### config.mk
export PLATFORM = sky130hd
export DESIGN_NAME = serial_irq_flags
export DESIGN_NICKNAME = d
export VERILOG_FILES = /design/src/core/serial_irq_pkg.sv /design/src/core/serial_irq_flags.sv
export SDC_FILE = /design/constraint.sdc
export NUM_CORES = 1
export LEC_CHECK = 0
export BUFFER_PORTS_ARGS = -buffer_cell sky130_fd_sc_hd__buf_2
export CORE_UTILIZATION = 60
export CTS_BUF_LIST = sky130_fd_sc_hd__clkbuf_16
export CTS_CLUSTER_DIAMETER = 120
export DETAILED_ROUTE_END_ITERATION = 6
export PLACE_DENSITY = 0.87
export SKIP_CTS_REPAIR_TIMING = 1
export SLEW_MARGIN = 20
export SYNTH_ARGS = -nofsm -noshare
export SYNTH_HDL_FRONTEND = slang
export SYNTH_SLANG_ARGS = --single-unit
### constraint.sdc
create_clock -name clock -period 4.2 [get_ports clock]
set_input_delay 0.42 -clock clock [delete_from_list [all_inputs] [get_ports clock]]
set_output_delay 0.42 -clock clock [all_outputs]
set_load 0.005 [all_outputs]
### src/core/serial_irq_pkg.sv
// Package with register map, field positions, reset values and timing constants for the serial block.
package serial_irq_pkg;

    // ****************************************
    // Register offsets
    // ****************************************
    localparam logic [11:0] ctrl_offset   = 12'h000;
    localparam logic [11:0] status_offset = 12'h004;
    localparam logic [11:0] txbuf_offset  = 12'h008;
    localparam logic [11:0] rxbuf_offset  = 12'h00C;
    localparam logic [11:0] baud_offset   = 12'h010;
    localparam logic [11:0] port_offset   = 12'h014;

    // ****************************************
    // Control fields
    // ****************************************
    localparam int ctrl_tx_irq_enable_bit     = 7;
    localparam int ctrl_rx_irq_enable_bit     = 6;
    localparam int ctrl_tx_enable_bit         = 5;
    localparam int ctrl_rx_enable_bit         = 4;
    localparam int ctrl_tx_end_irq_enable_bit = 2;
    localparam int ctrl_sync_mode_bit         = 0;

    // ****************************************
    // Status fields
    // ****************************************
    localparam int st_tx_empty_bit = 7;
    localparam int st_rx_full_bit  = 6;
    localparam int st_overrun_bit  = 5;
    localparam int st_framing_bit  = 4;
    localparam int st_parity_bit   = 3;
    localparam int st_tx_end_bit   = 2;

    // ****************************************
    // Port control fields
    // ****************************************
    localparam int port_level_bit     = 0;
    localparam int port_direction_bit = 1;

    // ****************************************
    // Reset values and timing
    // ****************************************
    localparam logic [7:0]  ctrl_reset     = 8'h00;
    localparam logic [15:0] baud_reset     = 16'h0000;
    localparam logic [3:0]  oversample     = 4'hF;
    localparam logic [3:0]  sample_point   = 4'h7;
    localparam logic [3:0]  data_bits      = 4'h8;
    localparam logic [3:0]  sync_half_bits = 4'h0;

    typedef enum logic [1:0] {
        rx_idle,
        rx_start,
        rx_data,
        rx_stop
    } rx_state_t;

    typedef enum logic [1:0] {
        tx_idle,
        tx_start,
        tx_data,
        tx_stop
    } tx_state_t;

endpackage

### src/core/serial_irq_flags.sv
// Serial interface with status flags, interrupt requests and APB register access.
module serial_irq_flags
    import serial_irq_pkg::*;
#(
    parameter int parity_enable = 1
) (
    input  wire logic        clock,
    input  wire logic        rst_n,
    input  wire logic        psel,
    input  wire logic        penable,
    input  wire logic        pwrite,
    input  wire logic [11:0] paddr,
    input  wire logic [31:0] pwdata,
    output logic      [31:0] prdata,
    output logic             pready,
    output logic             pslverr,
    input  wire logic        serial_in_pin,
    output logic             serial_out_pin,
    output logic             serial_out_oe,
    output logic             rx_full_irq,
    output logic             tx_empty_irq,
    output logic             tx_end_irq,
    output logic             rx_error_irq
);

    // ****************************************
    // Registers
    // ****************************************
    logic [7:0]  serial_control_reg;
    logic [15:0] baud_reg;
    logic [1:0]  port_reg;
    logic [7:0]  tx_buffer_reg;
    logic [7:0]  rx_buffer_reg;
    logic        tx_buffer_empty_flag_reg;
    logic        tx_end_flag_reg;
    logic        rx_buffer_full_flag_reg;
    logic        overrun_flag_reg;
    logic        framing_flag_reg;
    logic        parity_flag_reg;
    logic        in_meta_reg;
    logic        in_sync_reg;
    logic        in_prev_reg;

    logic tx_irq_enable;
    logic rx_irq_enable;
    logic tx_end_irq_enable;
    logic tx_enable;
    logic rx_enable;
    logic sync_mode;
    logic any_error;

    assign tx_irq_enable     = serial_control_reg[ctrl_tx_irq_enable_bit];
    assign rx_irq_enable     = serial_control_reg[ctrl_rx_irq_enable_bit];
    assign tx_end_irq_enable = serial_control_reg[ctrl_tx_end_irq_enable_bit];
    assign tx_enable         = serial_control_reg[ctrl_tx_enable_bit];
    assign rx_enable         = serial_control_reg[ctrl_rx_enable_bit];
    assign sync_mode         = serial_control_reg[ctrl_sync_mode_bit];
    assign any_error         = overrun_flag_reg | framing_flag_reg | parity_flag_reg;

    // ****************************************
    // APB decode
    // ****************************************
    logic wr;
    logic rd;
    logic hit;

    assign wr     = psel & penable & pready & pwrite;
    assign rd     = psel & penable & pready & ~pwrite;
    assign hit    = (paddr == ctrl_offset) || (paddr == status_offset) ||
                    (paddr == txbuf_offset) || (paddr == rxbuf_offset) ||
                    (paddr == baud_offset) || (paddr == port_offset);

    logic write_ctrl;
    logic write_status;
    logic write_txbuf;
    logic read_rxbuf;

    assign write_ctrl   = wr && (paddr == ctrl_offset);
    assign write_status = wr && (paddr == status_offset);
    assign write_txbuf  = wr && (paddr == txbuf_offset);
    assign read_rxbuf   = rd && (paddr == rxbuf_offset);

    // Ready is raised in the access phase, giving one wait state.
    always_ff @(posedge clock or negedge rst_n) begin
        if (!rst_n) begin
            pready  <= 1'b0;
            pslverr <= 1'b0;
        end else begin
            pready  <= psel & penable & ~pready;
            pslverr <= psel & penable & ~pready & ~hit;
        end
    end

    always_ff @(posedge clock or negedge rst_n) begin
        if (!rst_n) begin
            prdata <= 32'h0000_0000;
        end else if (psel && penable && !pready && !pwrite) begin
            if (paddr == ctrl_offset) begin
                prdata <= {24'h00_0000, serial_control_reg};
            end else if (paddr == status_offset) begin
                prdata <= {24'h00_0000, tx_buffer_empty_flag_reg, rx_buffer_full_flag_reg,
                           overrun_flag_reg, framing_flag_reg, parity_flag_reg,
                           tx_end_flag_reg, 2'b00};
            end else if (paddr == txbuf_offset) begin
                prdata <= {24'h00_0000, tx_buffer_reg};
            end else if (paddr == rxbuf_offset) begin
                prdata <= {24'h00_0000, rx_buffer_reg};
            end else if (paddr == baud_offset) begin
                prdata <= {16'h0000, baud_reg};
            end else if (paddr == port_offset) begin
                prdata <= {30'h0000_0000, port_reg};
            end else begin
                prdata <= 32'h0000_0000;
            end
        end
    end

    always_ff @(posedge clock or negedge rst_n) begin
        if (!rst_n) begin
            serial_control_reg <= ctrl_reset;
            baud_reg           <= baud_reset;
            port_reg           <= 2'b00;
            tx_buffer_reg      <= 8'h00;
        end else if (write_ctrl) begin
            serial_control_reg <= pwdata[7:0];
        end else if (wr && paddr == baud_offset) begin
            baud_reg <= pwdata[15:0];
        end else if (wr && paddr == port_offset) begin
            port_reg <= pwdata[1:0];
        end else if (write_txbuf) begin
            tx_buffer_reg <= pwdata[7:0];
        end
    end

    // ****************************************
    // Bit-rate tick generators
    // ****************************************
    logic [15:0] rx_div_reg;
    logic [15:0] tx_div_reg;
    logic        rx_tick;
    logic        tx_tick;
    logic [3:0]  tx_phase_reg;

    assign rx_tick = (rx_div_reg == baud_reg);
    assign tx_tick = (tx_div_reg == baud_reg) && (tx_phase_reg == oversample);

    // The receive basic clock runs at 16 times the bit rate.
    always_ff @(posedge clock or negedge rst_n) begin
        if (!rst_n) begin
            rx_div_reg <= 16'h0000;
        end else if (rx_tick) begin
            rx_div_reg <= 16'h0000;
        end else begin
            rx_div_reg <= rx_div_reg + 16'h0001;
        end
    end

    always_ff @(posedge clock or negedge rst_n) begin
        if (!rst_n) begin
            tx_div_reg   <= 16'h0000;
            tx_phase_reg <= 4'h0;
        end else if (tx_div_reg == baud_reg) begin
            tx_div_reg   <= 16'h0000;
            tx_phase_reg <= tx_phase_reg + 4'h1;
        end else begin
            tx_div_reg <= tx_div_reg + 16'h0001;
        end
    end

    // ****************************************
    // Transmitter
    // ****************************************
    tx_state_t  tx_state_reg;
    logic [7:0] tx_shift_register;
    logic [3:0] tx_count_reg;
    logic       tx_line_reg;
    logic       tx_load;

    // A load takes a waiting byte when idle or after a stop bit.
    assign tx_load = tx_enable && !tx_buffer_empty_flag_reg && tx_tick &&
                     (tx_state_reg == tx_idle || tx_state_reg == tx_stop) &&
                     !(sync_mode && any_error);

    always_ff @(posedge clock or negedge rst_n) begin
        if (!rst_n) begin
            tx_state_reg      <= tx_idle;
            tx_shift_register <= 8'h00;
            tx_count_reg      <= 4'h0;
            tx_line_reg       <= 1'b1;
        end else if (!tx_enable) begin
            tx_state_reg <= tx_idle;
            tx_line_reg  <= 1'b1;
            tx_count_reg <= 4'h0;
        end else if (tx_load) begin
            tx_shift_register <= tx_buffer_reg;
            tx_state_reg      <= tx_start;
            tx_line_reg       <= 1'b0;
        end else if (tx_tick) begin
            case (tx_state_reg)
                tx_start: begin
                    tx_line_reg       <= tx_shift_register[0];
                    tx_shift_register <= {1'b1, tx_shift_register[7:1]};
                    tx_count_reg      <= 4'h1;
                    tx_state_reg      <= tx_data;
                end
                tx_data: begin
                    if (tx_count_reg == data_bits) begin
                        tx_line_reg  <= 1'b1;
                        tx_state_reg <= tx_stop;
                    end else begin
                        tx_line_reg       <= tx_shift_register[0];
                        tx_shift_register <= {1'b1, tx_shift_register[7:1]};
                        tx_count_reg      <= tx_count_reg + 4'h1;
                    end
                end
                tx_stop: begin
                    tx_state_reg <= tx_idle;
                end
                default: begin
                    tx_line_reg <= 1'b1;
                end
            endcase
        end
    end

    // A write clears the empty flag, a load sets it; the set wins.
    always_ff @(posedge clock or negedge rst_n) begin
        if (!rst_n) begin
            tx_buffer_empty_flag_reg <= 1'b1;
        end else if (tx_load) begin
            tx_buffer_empty_flag_reg <= 1'b1;
        end else if (write_txbuf) begin
            tx_buffer_empty_flag_reg <= 1'b0;
        end
    end

    always_ff @(posedge clock or negedge rst_n) begin
        if (!rst_n) begin
            tx_end_flag_reg <= 1'b1;
        end else if (tx_state_reg == tx_stop && tx_tick && !tx_load) begin
            tx_end_flag_reg <= 1'b1;
        end else if (tx_load) begin
            tx_end_flag_reg <= 1'b0;
        end
    end

    // With transmit disabled the pin follows the port level and direction.
    always_ff @(posedge clock or negedge rst_n) begin
        if (!rst_n) begin
            serial_out_pin <= 1'b1;
            serial_out_oe  <= 1'b0;
        end else if (!tx_enable) begin
            serial_out_pin <= port_reg[port_level_bit];
            serial_out_oe  <= port_reg[port_direction_bit];
        end else begin
            serial_out_pin <= tx_line_reg;
            serial_out_oe  <= 1'b1;
        end
    end

    // ****************************************
    // Receiver
    // ****************************************
    rx_state_t  rx_state_reg;
    logic [7:0] rx_shift_register;
    logic [3:0] rx_phase_reg;
    logic [3:0] rx_count_reg;
    logic       rx_parity_reg;
    logic       rx_done;
    logic       rx_stop_bad;
    logic       sample;

    always_ff @(posedge clock or negedge rst_n) begin
        if (!rst_n) begin
            in_meta_reg <= 1'b1;
            in_sync_reg <= 1'b1;
            in_prev_reg <= 1'b1;
        end else begin
            in_meta_reg <= serial_in_pin;
            in_sync_reg <= in_meta_reg;
            in_prev_reg <= rx_tick ? in_sync_reg : in_prev_reg;
        end
    end

    assign sample = rx_tick && (rx_phase_reg == sample_point);
    assign rx_done     = sample && rx_state_reg == rx_stop;
    assign rx_stop_bad = !in_sync_reg;

    always_ff @(posedge clock or negedge rst_n) begin
        if (!rst_n) begin
            rx_state_reg      <= rx_idle;
            rx_shift_register <= 8'h00;
            rx_phase_reg      <= 4'h0;
            rx_count_reg      <= 4'h0;
            rx_parity_reg     <= 1'b0;
        end else if (!rx_enable) begin
            rx_state_reg <= rx_idle;
        end else if (rx_tick) begin
            rx_phase_reg <= rx_phase_reg + 4'h1;
            case (rx_state_reg)
                rx_idle: begin
                    if (in_prev_reg && !in_sync_reg) begin
                        rx_state_reg <= rx_start;
                        rx_phase_reg <= 4'h1;
                    end
                end
                rx_start: begin
                    if (rx_phase_reg == sample_point) begin
                        rx_state_reg  <= in_sync_reg ? rx_idle : rx_data;
                        rx_count_reg  <= 4'h0;
                        rx_parity_reg <= 1'b0;
                    end
                end
                rx_data: begin
                    if (rx_phase_reg == sample_point) begin
                        rx_shift_register <= {in_sync_reg, rx_shift_register[7:1]};
                        rx_parity_reg     <= rx_parity_reg ^ in_sync_reg;
                        rx_count_reg      <= rx_count_reg + 4'h1;
                        if (rx_count_reg == data_bits - 4'h1) begin
                            rx_state_reg <= rx_stop;
                        end
                    end
                end
                default: begin
                    if (rx_phase_reg == sample_point) begin
                        rx_state_reg <= rx_idle;
                    end
                end
            endcase
        end
    end

    // A break gives all zeros: framing fails, but the parity of zero data bits is 0, so the parity check never flags.
    logic frame_ok;

    assign frame_ok = rx_done && !rx_buffer_full_flag_reg;

    always_ff @(posedge clock or negedge rst_n) begin
        if (!rst_n) begin
            rx_buffer_reg <= 8'h00;
        end else if (frame_ok) begin
            rx_buffer_reg <= rx_shift_register;
        end
    end

    // Frame end without a framing or parity error sets the full flag; a read clears it; the set wins.
    always_ff @(posedge clock or negedge rst_n) begin
        if (!rst_n) begin
            rx_buffer_full_flag_reg <= 1'b0;
        end else if (frame_ok && !rx_stop_bad && !(parity_enable != 0 && rx_parity_reg)) begin
            rx_buffer_full_flag_reg <= 1'b1;
        end else if (read_rxbuf) begin
            rx_buffer_full_flag_reg <= 1'b0;
        end
    end

    // Error flags clear only by writing 0 to their status bits.
    always_ff @(posedge clock or negedge rst_n) begin
        if (!rst_n) begin
            overrun_flag_reg <= 1'b0;
            framing_flag_reg <= 1'b0;
            parity_flag_reg  <= 1'b0;
        end else begin
            if (rx_done && rx_buffer_full_flag_reg) begin
                overrun_flag_reg <= 1'b1;
            end else if (write_status && !pwdata[st_overrun_bit]) begin
                overrun_flag_reg <= 1'b0;
            end
            if (rx_done && rx_stop_bad) begin
                framing_flag_reg <= 1'b1;
            end else if (write_status && !pwdata[st_framing_bit]) begin
                framing_flag_reg <= 1'b0;
            end
            if (rx_done && parity_enable != 0 && rx_parity_reg) begin
                parity_flag_reg <= 1'b1;
            end else if (write_status && !pwdata[st_parity_bit]) begin
                parity_flag_reg <= 1'b0;
            end
        end
    end

    // ****************************************
    // Interrupt requests
    // ****************************************
    always_ff @(posedge clock or negedge rst_n) begin
        if (!rst_n) begin
            rx_full_irq  <= 1'b0;
            tx_empty_irq <= 1'b0;
            tx_end_irq   <= 1'b0;
            rx_error_irq <= 1'b0;
        end else begin
            rx_full_irq  <= rx_buffer_full_flag_reg & rx_irq_enable;
            tx_empty_irq <= tx_buffer_empty_flag_reg & tx_irq_enable;
            tx_end_irq   <= tx_end_flag_reg & tx_end_irq_enable;
            rx_error_irq <= any_error & rx_irq_enable;
        end
    end

endmodule

* After elaboration in Yosys (flattened, before gate mapping)
Cells that the tools add are included.
** Storage, ports and cells
- Bits in registers :: 161
- Output and inout port bits :: 40
- Input bits :: 50
- Logic and storage cells :: 221
** Cells by class
- Equality and inequality tests :: 34
- Mux-type cells :: 58
- Reductions and logical operators :: 69
- Bitwise operators :: 19
- Add/sub/neg operators :: 6
** Operator list (number)
- two-way mux 32 bit :: 4
- two-way mux 16 bit :: 3
- adder 16 x 1 -> 16 bit (second input constant) :: 2
- == test 16 bit :: 2
- two-way mux 4 bit :: 8
- logical AND 1 bit :: 29
- two-way mux 2 bit :: 13
- == test 12 x 4 -> 1 bit (second input constant) :: 2
- == test 12 x 5 -> 1 bit (second input constant) :: 2
- two-way mux 8 bit :: 3
- inequality test 3 bit (second input constant) :: 7
- two-way mux 1 bit :: 20
- adder 4 x 1 -> 4 bit (second input constant) :: 4
- one-hot mux 4 bit (2 select lines) :: 2
- one-hot mux 8 bit (2 select lines) :: 1
- AND reduction 4 bit :: 4
- nonzero test 2 bit :: 8
- == test 12 x 3 -> 1 bit (second input constant) :: 1
- zero test 12 bit :: 1
- one-hot mux 2 bit (3 select lines) :: 2
- zero test 1 bit :: 11
- AND 1 bit :: 10
- inequality test 3 x 1 -> 1 bit (second input constant) :: 3
- == test 2 bit (second input constant) :: 4
- other kinds (19) :: 40

* Depth between registers and ports, before layout
Gate-level depths: netlist of run 1.
- Word-level depth :: 8
- Depth in mapped cells :: 9
- Gate-level depth less buffers :: 7

* Worst setup path after synthesis of run 1
OpenSTA, ideal clock, no wires.
- Path kind :: input to register
- Start point :: input paddr[9]
- End point :: register baud_reg[10]
- Data required time :: 4075 ps
- Buffers on the path :: 1
- Arrival :: 2077 ps
- Stages :: 6
- Setup slack :: 1998 ps
- Path through :: nor4_2 nand4_1 or3b_1 nor2_4 buf_4 mux2_2
** Between the ends
- Cells in the longest elaborated chain, start to end :: 4
** Ends and longest elaborated chain
- from (decl) :: line serial_irq_flags.sv:12 : input wire logic [11:0] paddr,
- zero test 12 bit :: line serial_irq_flags.sv:78 : assign write_ctrl = wr && (paddr == ctrl_offset);
- logical AND 1 bit :: line serial_irq_flags.sv:78
- inverter 1 bit (no line)
- AND reduction 2 bit (no line) (*)
- to (signal assigned) :: line serial_irq_flags.sv:121 : baud_reg <= baud_reset;
- to (signal assigned) :: line serial_irq_flags.sv:127 : baud_reg <= pwdata[15:0];
- to (decl) :: line serial_irq_flags.sv:30 : logic [15:0] baud_reg;
Every way passes the cells marked *; elsewhere a longest branch is shown, timed or not.
A chain may end at the register's enable or synchronous reset.

* Worst setup path in the final report of run 1
- Start point :: register tx_div_reg[2]
- End point :: register tx_shift_register[6]
** Between the ends
- Cells in the longest elaborated chain, start to end :: 7
** Ends and longest elaborated chain
- from (decl) :: line serial_irq_flags.sv:139 : logic [15:0] tx_div_reg;
- from (signal assigned) :: line serial_irq_flags.sv:166 : tx_div_reg <= tx_div_reg + 16'h0001;
- == test 16 bit (*) :: line serial_irq_flags.sv:145 : assign tx_tick = (tx_div_reg == baud_reg) && (tx_phase_reg == oversample);
- logical AND 1 bit (*) :: line serial_irq_flags.sv:145
- logical AND 1 bit (2 in a row) :: line serial_irq_flags.sv:180 : assign tx_load = tx_enable && !tx_buffer_empty_flag_reg && tx_tick &&
- logical AND 1 bit :: line serial_irq_flags.sv:181 : (tx_state_reg == tx_idle || tx_state_reg == tx_stop) &&
- inequality test 3 bit (no line) (tied with other cells)
- AND reduction 4 bit (no line)
- to (signal assigned) :: line serial_irq_flags.sv:195 : tx_shift_register <= tx_buffer_reg;
- to (signal assigned) :: line serial_irq_flags.sv:202 : tx_shift_register <= {1'b1, tx_shift_register[7:1]};
- to (signal assigned) :: line serial_irq_flags.sv:212 : tx_shift_register <= {1'b1, tx_shift_register[7:1]};
- to (decl) :: line serial_irq_flags.sv:174 : logic [7:0] tx_shift_register;
Marks and branches as above.

==> impl_metrics.env, run 1 <==
export IMPL_cp_depth=6
export IMPL_reg2reg_setup_slack_ns=1.48
export IMPL_endpoint="tx_shift_register[6]"
export IMPL_clk_pin_slew_ns=0.06
export IMPL_clk_path_buf_depth=2
export IMPL_tightest_slew_ns=0.9468
export IMPL_start_util=0.6211
export IMPL_slew_headroom=0.3688
export IMPL_cts_tree="yes"
export IMPL_cpMaxStageDelayCell="nor4_2"
export IMPL_setup_tns_ns=0
export IMPL_stdcell_count=849
export IMPL_leakagePower_uw=0.003915
export IMPL_fillers=763
export IMPL_cpLargestDelayFamily="simple AND/OR/NAND/NOR gates"
export IMPL_max_stage_delay_ns=0.82
export IMPL_ir_worst_vdd_mv=0.2835
export IMPL_root_buffer="clkbuf_16"
export IMPL_rr_startpoint="tx_div_reg[2]"
export IMPL_setup_violations=0
export IMPL_routed_via_density=6.203
export IMPL_hold_class="input port to register"
export IMPL_synth_edff_count=0
export IMPL_worst_setup_path_type="register to register"
export IMPL_grt_pass1_vias=5345
export IMPL_timing_fmax_mhz=367.2
export IMPL_ys_flop_type="dfrtp_1"
export IMPL_synth_top_area_share=0.4808
export IMPL_grt_max_degree=124
export IMPL_final_max_slew_violation_count=0
export IMPL_max_cap_viol_count=0
export IMPL_syn_to_final_growth_pct=13.19
export IMPL_synthesis_area_sq_um=7183
export IMPL_routedWlPerCell_um=19.00
export IMPL_avgSynthCellArea_sq_um=11.15
export IMPL_gp_congestion=0.8481
export IMPL_yosysMostFrequentCell="dfrtp_1"
export IMPL_finalClockSkew_ns=0.008622
export IMPL_antenna_found_initial=0
export IMPL_die_h_um=111.4
export IMPL_path_cells="xnor2_1 > nand4_1 > nor4_2 > buf_4 > nand4_1 > o221a_2"
export IMPL_h_tree_depth=4
export IMPL_clock_sinks=145
export IMPL_hpwl_um=10540
export IMPL_fp_dieArea_sq_um=12410
export IMPL_layout_nets=754
export IMPL_io_pins=90
export IMPL_synth_top_area_cell="dfrtp_1"
export IMPL_place_area_sq_um=7496
export IMPL_hold_viol=0
export IMPL_startpoint="tx_div_reg[2]"
export IMPL_syn_inst=644
export IMPL_startpoint_type="register"
export IMPL_ys_seq_area_frac=0.5064
export IMPL_hold_ws_ns=0.09257
export IMPL_synth_warnings=0
export IMPL_cp_data_required_time_ns=4.51
export IMPL_remaining_drc_errors=4
export IMPL_grt_ovfl_total=0
export IMPL_path_buf_inv=1
export IMPL_finalPower_uw=3342
export IMPL_rr_endpoint="tx_shift_register[6]"
export IMPL_rsz0062_at_grt="no"
export IMPL_grt_total_usage=0.2782
export IMPL_first_pass_iters=7
export IMPL_drt_wl_total_um=16140
export IMPL_rows=39
export IMPL_drive_above_1_share=0.2450
export IMPL_critPathMaxFanout=14
export IMPL_clock_latency_ns=0.43
export IMPL_coreArea_sq_um=11560
export IMPL_fin_area_sq_um=8130
export IMPL_synth_seq_cells=145
export IMPL_numPlacedInstances=817
export IMPL_cpMostUsedCell="nand4_1"
export IMPL_synth_top_cells_by_count="dfrtp_1 (138), mux2_2 (53), nor2_1 (50)"
export IMPL_fin_crit_sh=0.6485
export IMPL_crit_path_end_kind="register"
export IMPL_ys_types=65
export IMPL_ant_nets=0
export IMPL_crit_arrival_ns=3.03
export IMPL_p_per_area_nw_per_um2=411.1
export IMPL_numCtsBuffers=17
export IMPL_reg2regPathDepth=6
export IMPL_grt_pass1_wl_um=26960
export IMPL_die_w_um=111.4
export IMPL_yosys_top_cells_area="dfrtp_1 (48%), mux2_2 (8.3%), xor2_1 (3.8%), xnor2_1 (3.3%), nor2_1 (2.6%)"
export IMPL_status="finished, violations left"
export IMPL_drt_iter0_drc=487
export IMPL_vias=5266
export IMPL_n_antenna_cell=0
export IMPL_fin_crit_ns=2.724
export IMPL_portBuffers=57
export IMPL_violations="DRC"
export IMPL_synthArstFlopShare=1.000
## cell families (layout without fill, tap and decap cells)
logic type,count (synthesis),in the layout,synth area share
AO/OA/AOI/OAI,107,107,0.1094
XOR/XNOR,58,58,0.07072
adder cells (fa/ha/maj),11,11,0.01916
buffers and inverters,60,107,0.04215
flip-flops,145,145,0.5064
multiplexers,58,58,0.09005
other,1,16,0.0005221
AND/OR/NAND/NOR,204,204,0.1616
## cell usage in the layout (no fill, tap or decap), types with 9 or more instances in the layout
cell / instances
and3_1: 10
mux2_2: 53
ha_1: 11
conb_1: 16
a31oi_1: 10
nand3b_1: 12
buf_2: 56
dfrtp_1: 138
and2_1: 9
a21oi_1: 14
clkbuf_16: 17
a22o_1: 9
nand3_1: 22
o21ai_0: 15
nand2_1: 26
nand4_1: 16
xnor2_1: 27
nor2_1: 50
xor2_1: 31
nor2b_1: 13
inv_1: 14
## power breakdown
part	switching, uW	leakage, uW	internal [uW]	total [uW]
clock network	605	0.000304	999	1600
registers	31.2	0.00197	1430	1460
logic	183	0.00164	89.7	273
total	820	0.00392	2520	3340
## worst register-to-register path, cell delays in order, from the launching register on
cell and delay, ns:
dfrtp_1 0.46, xnor2_1 0.21, nand4_1 0.13, nor4_2 0.82
buf_4 0.34, nand4_1 0.29, o221a_2 0.36
## per-layer routing
metal / track usage / routed length, um / vias to the layer above
met4: 0.1198 / 374 / 0
li1: - / - / 2400
met1: 0.3575 / 6676 / 2633
met2: 0.4617 / 8198 / 196
met5: 0 / 0 / -
met3: 0.05607 / 885 / 37
## through the flow
step	utilization	setup WS, ns
floorplan	-	1.998
global placement	0.6482	1.442
CTS	0.7028	1.508
finish	0.7030	1.476
detailed placement	0.6482	1.348
global route	0.7030	1.340
## worst min path at each step
stage                              from          end  cells past startpoint
after global routing      serial_in_pin  in_meta_reg                      1
final                     serial_in_pin  in_meta_reg                      1
after global placement      in_meta_reg  in_sync_reg                      0
after CTS                 serial_in_pin  in_meta_reg                      1
after detailed placement    in_meta_reg  in_sync_reg                      0
after floorplan                   rst_n  baud_reg[0]                      0
## final cells by class
cell class | count | area [sq um] | area share
flip-flops and latches | 145 | 3637 | 0.4474
multi-input cells | 454 | 3306 | 0.4066
well taps | 143 | 178.9 | 0.02201
clock inverters | 15 | 206.4 | 0.02539
clock buffers | 17 | 425.4 | 0.05232
repair buffers | 61 | 324.1 | 0.03986
inverters | 14 | 52.55 | 0.006464
Note: power is estimated with default switching activity, not from simulation.
==> inputs of run 2 (changes only) <==
CORE_UTILIZATION = 58   (was 60)
PLACE_DENSITY = 0.85   (was 0.87)
clock period = 2.7 ns   (was 4.2 ns; I/O delays follow)
==> run 2 against run 1 <==
  * Critical path type unchanged
  * Sequential cell count unchanged
  * Largest cell class unchanged
  * Combinational power up 72%
  * Clock-buffer cell count unchanged
  * Die area up 3.4%
  * Via count about the same
  * Setup slack worse by 1.2 ns
  * Sequential power up 56%
  * Sequential share of layout area down 0.48 points
  * Critical path depth down 1
  * Register-to-register slack worse by 1.2 ns
  * The run now ends clean
==> impl_metrics.env, run 2 (same netlist as run 1, synthesis figures left out) <==
export IMPL_gp_congestion=0.8469
export IMPL_die_h_um=113.3
export IMPL_drt_wl_total_um=15950
export IMPL_grt_total_usage=0.2664
export IMPL_vias=5267
export IMPL_syn_to_final_growth_pct=14.41
export IMPL_numCtsBuffers=17
export IMPL_h_tree_depth=4
export IMPL_ant_nets=0
export IMPL_root_buffer="clkbuf_16"
export IMPL_fin_crit_sh=0.8951
export IMPL_first_pass_iters=6
export IMPL_remaining_drc_errors=0
export IMPL_antenna_found_initial=0
export IMPL_final_common_cell="dfrtp_1"
export IMPL_timing_fmax_mhz=413.8
export IMPL_coreArea_sq_um=12060
export IMPL_fin_crit_ns=2.417
export IMPL_routed_via_density=5.965
export IMPL_clk_pin_slew_ns=0.06
export IMPL_slew_headroom=0.5413
export IMPL_crit_path_end_kind="register"
export IMPL_rsz0062_at_grt="no"
export IMPL_startpoint_type="register"
export IMPL_hpwl_um=10910
export IMPL_setup_tns_ns=0
export IMPL_cts_tree="yes"
export IMPL_grt_ovfl_total=0
export IMPL_status="finished clean"
export IMPL_worst_setup_path_type="register to register"
export IMPL_finalPower_uw=5120
export IMPL_fillers=873
export IMPL_wl_met2_um=8116
export IMPL_portBuffers=57
export IMPL_grt_max_degree=69
export IMPL_clock_sinks=145
export IMPL_leakagePower_uw=0.003982
export IMPL_rows=40
export IMPL_hold_viol=0
export IMPL_io_pins=90
export IMPL_tightest_slew_ns=0.6880
export IMPL_p_per_area_nw_per_um2=623.0
export IMPL_grt_pass1_vias=5337
export IMPL_routedWlPerCell_um=18.06
export IMPL_start_util=0.5955
export IMPL_finalClockSkew_ns=0.01067
export IMPL_ir_worst_vdd_mv=0.4255
export IMPL_wl_met1_um=6826
export IMPL_critPathMaxFanout=17
export IMPL_top_layer="met4"
export IMPL_grt_pass1_wl_um=26520
export IMPL_fp_dieArea_sq_um=12830
export IMPL_die_w_um=113.3
export IMPL_setup_violations=0
export IMPL_final_max_slew_violation_count=0
export IMPL_clk_path_buf_depth=2
export IMPL_max_cap_viol_count=0
export IMPL_drive_above_1_share=0.2392
export IMPL_cp_data_required_time_ns=3.00
export IMPL_hold_class="input port to register"
export IMPL_layout_common_cells="dfrtp_1 (138), buf_2 (56), mux2_2 (53), nor2_1 (50), xor2_1 (31)"
export IMPL_crit_arrival_ns=2.72
export IMPL_n_antenna_cell=0
export IMPL_drt_iter0_drc=396
export IMPL_met3WireLength_um=719
export IMPL_layout_nets=763
export IMPL_clock_latency_ns=0.42
run 2: cell count changes in the layout (fill, tap and decap cells not counted), sizes merged:
cell         before  now
buf              60   68
clkbuf           18   17
clkinv            6    3
clkinvlp          2    0
dlygate4sd3       0    2
inv              17   22
run 2: final timing paths:
kind,cells after the start,startpoint,to,slack (ns)
max,5,baud_reg[0],rx_shift_register[1],0.28
min,2,pwdata[10],baud_reg[10],0.09
max reg2reg,5,baud_reg[0],rx_shift_register[1],0.28
min reg2reg,0,in_meta_reg,in_sync_reg,0.36
max in group asynchronous,3,rst_n,tx_end_flag_reg,1.56
min in group asynchronous,2,rst_n,prdata[11],0.42
run 2: cell type report:
cell class	instances	area [sq um]	share of cell area
Clock buffer	17	425.4	0.05177
Clock inverter	15	167.7	0.02040
Inverter	14	52.55	0.006395
Multi-Input combinational cell	454	3306	0.4023
Sequential cell	145	3637	0.4426
Tap cell	168	210.2	0.02558
Timing Repair Buffer	70	419.2	0.05100
run 2: metrics by stage:
stage	setup slack, ns	hold slack, ns	std cells	cell area, sq um	util
floorplan	0.5484	-0.02559	659	7239	-
global placement	0.3258	0.2995	849	7605	0.6305
detailed placement	0.2438	0.3085	849	7605	0.6305
CTS	0.2904	-0.1342	881	8198	0.6797
global route	0.1062	0.09008	883	8218	0.6813
finish	0.2832	0.08739	883	8218	0.6813
run 2: where the power goes:
| part | internal (uW) | switching (uW) | leakage (uW) |
|---|---|---|---|
| registers | 2230 | 47.6 | 0.00197 |
| clock network | 1510 | 859 | 0.000318 |
| logic | 174 | 296 | 0.00169 |
run 2: metal layers:
layer / vias up / GRT usage
li1: 2405 / -
met1: 2672 / 0.3484
met2: 163 / 0.4499
met3: 27 / 0.04660
met4: 0 / 0.09211
met5: - / 0
run 2: worst max-delay path, stage by stage (launching register included):
cell and delay [ns]:
dfrtp_1 0.45, xor2_1 0.21, nor4_1 0.45, and4_2 0.53
nand2_1 0.30, mux2_2 0.36
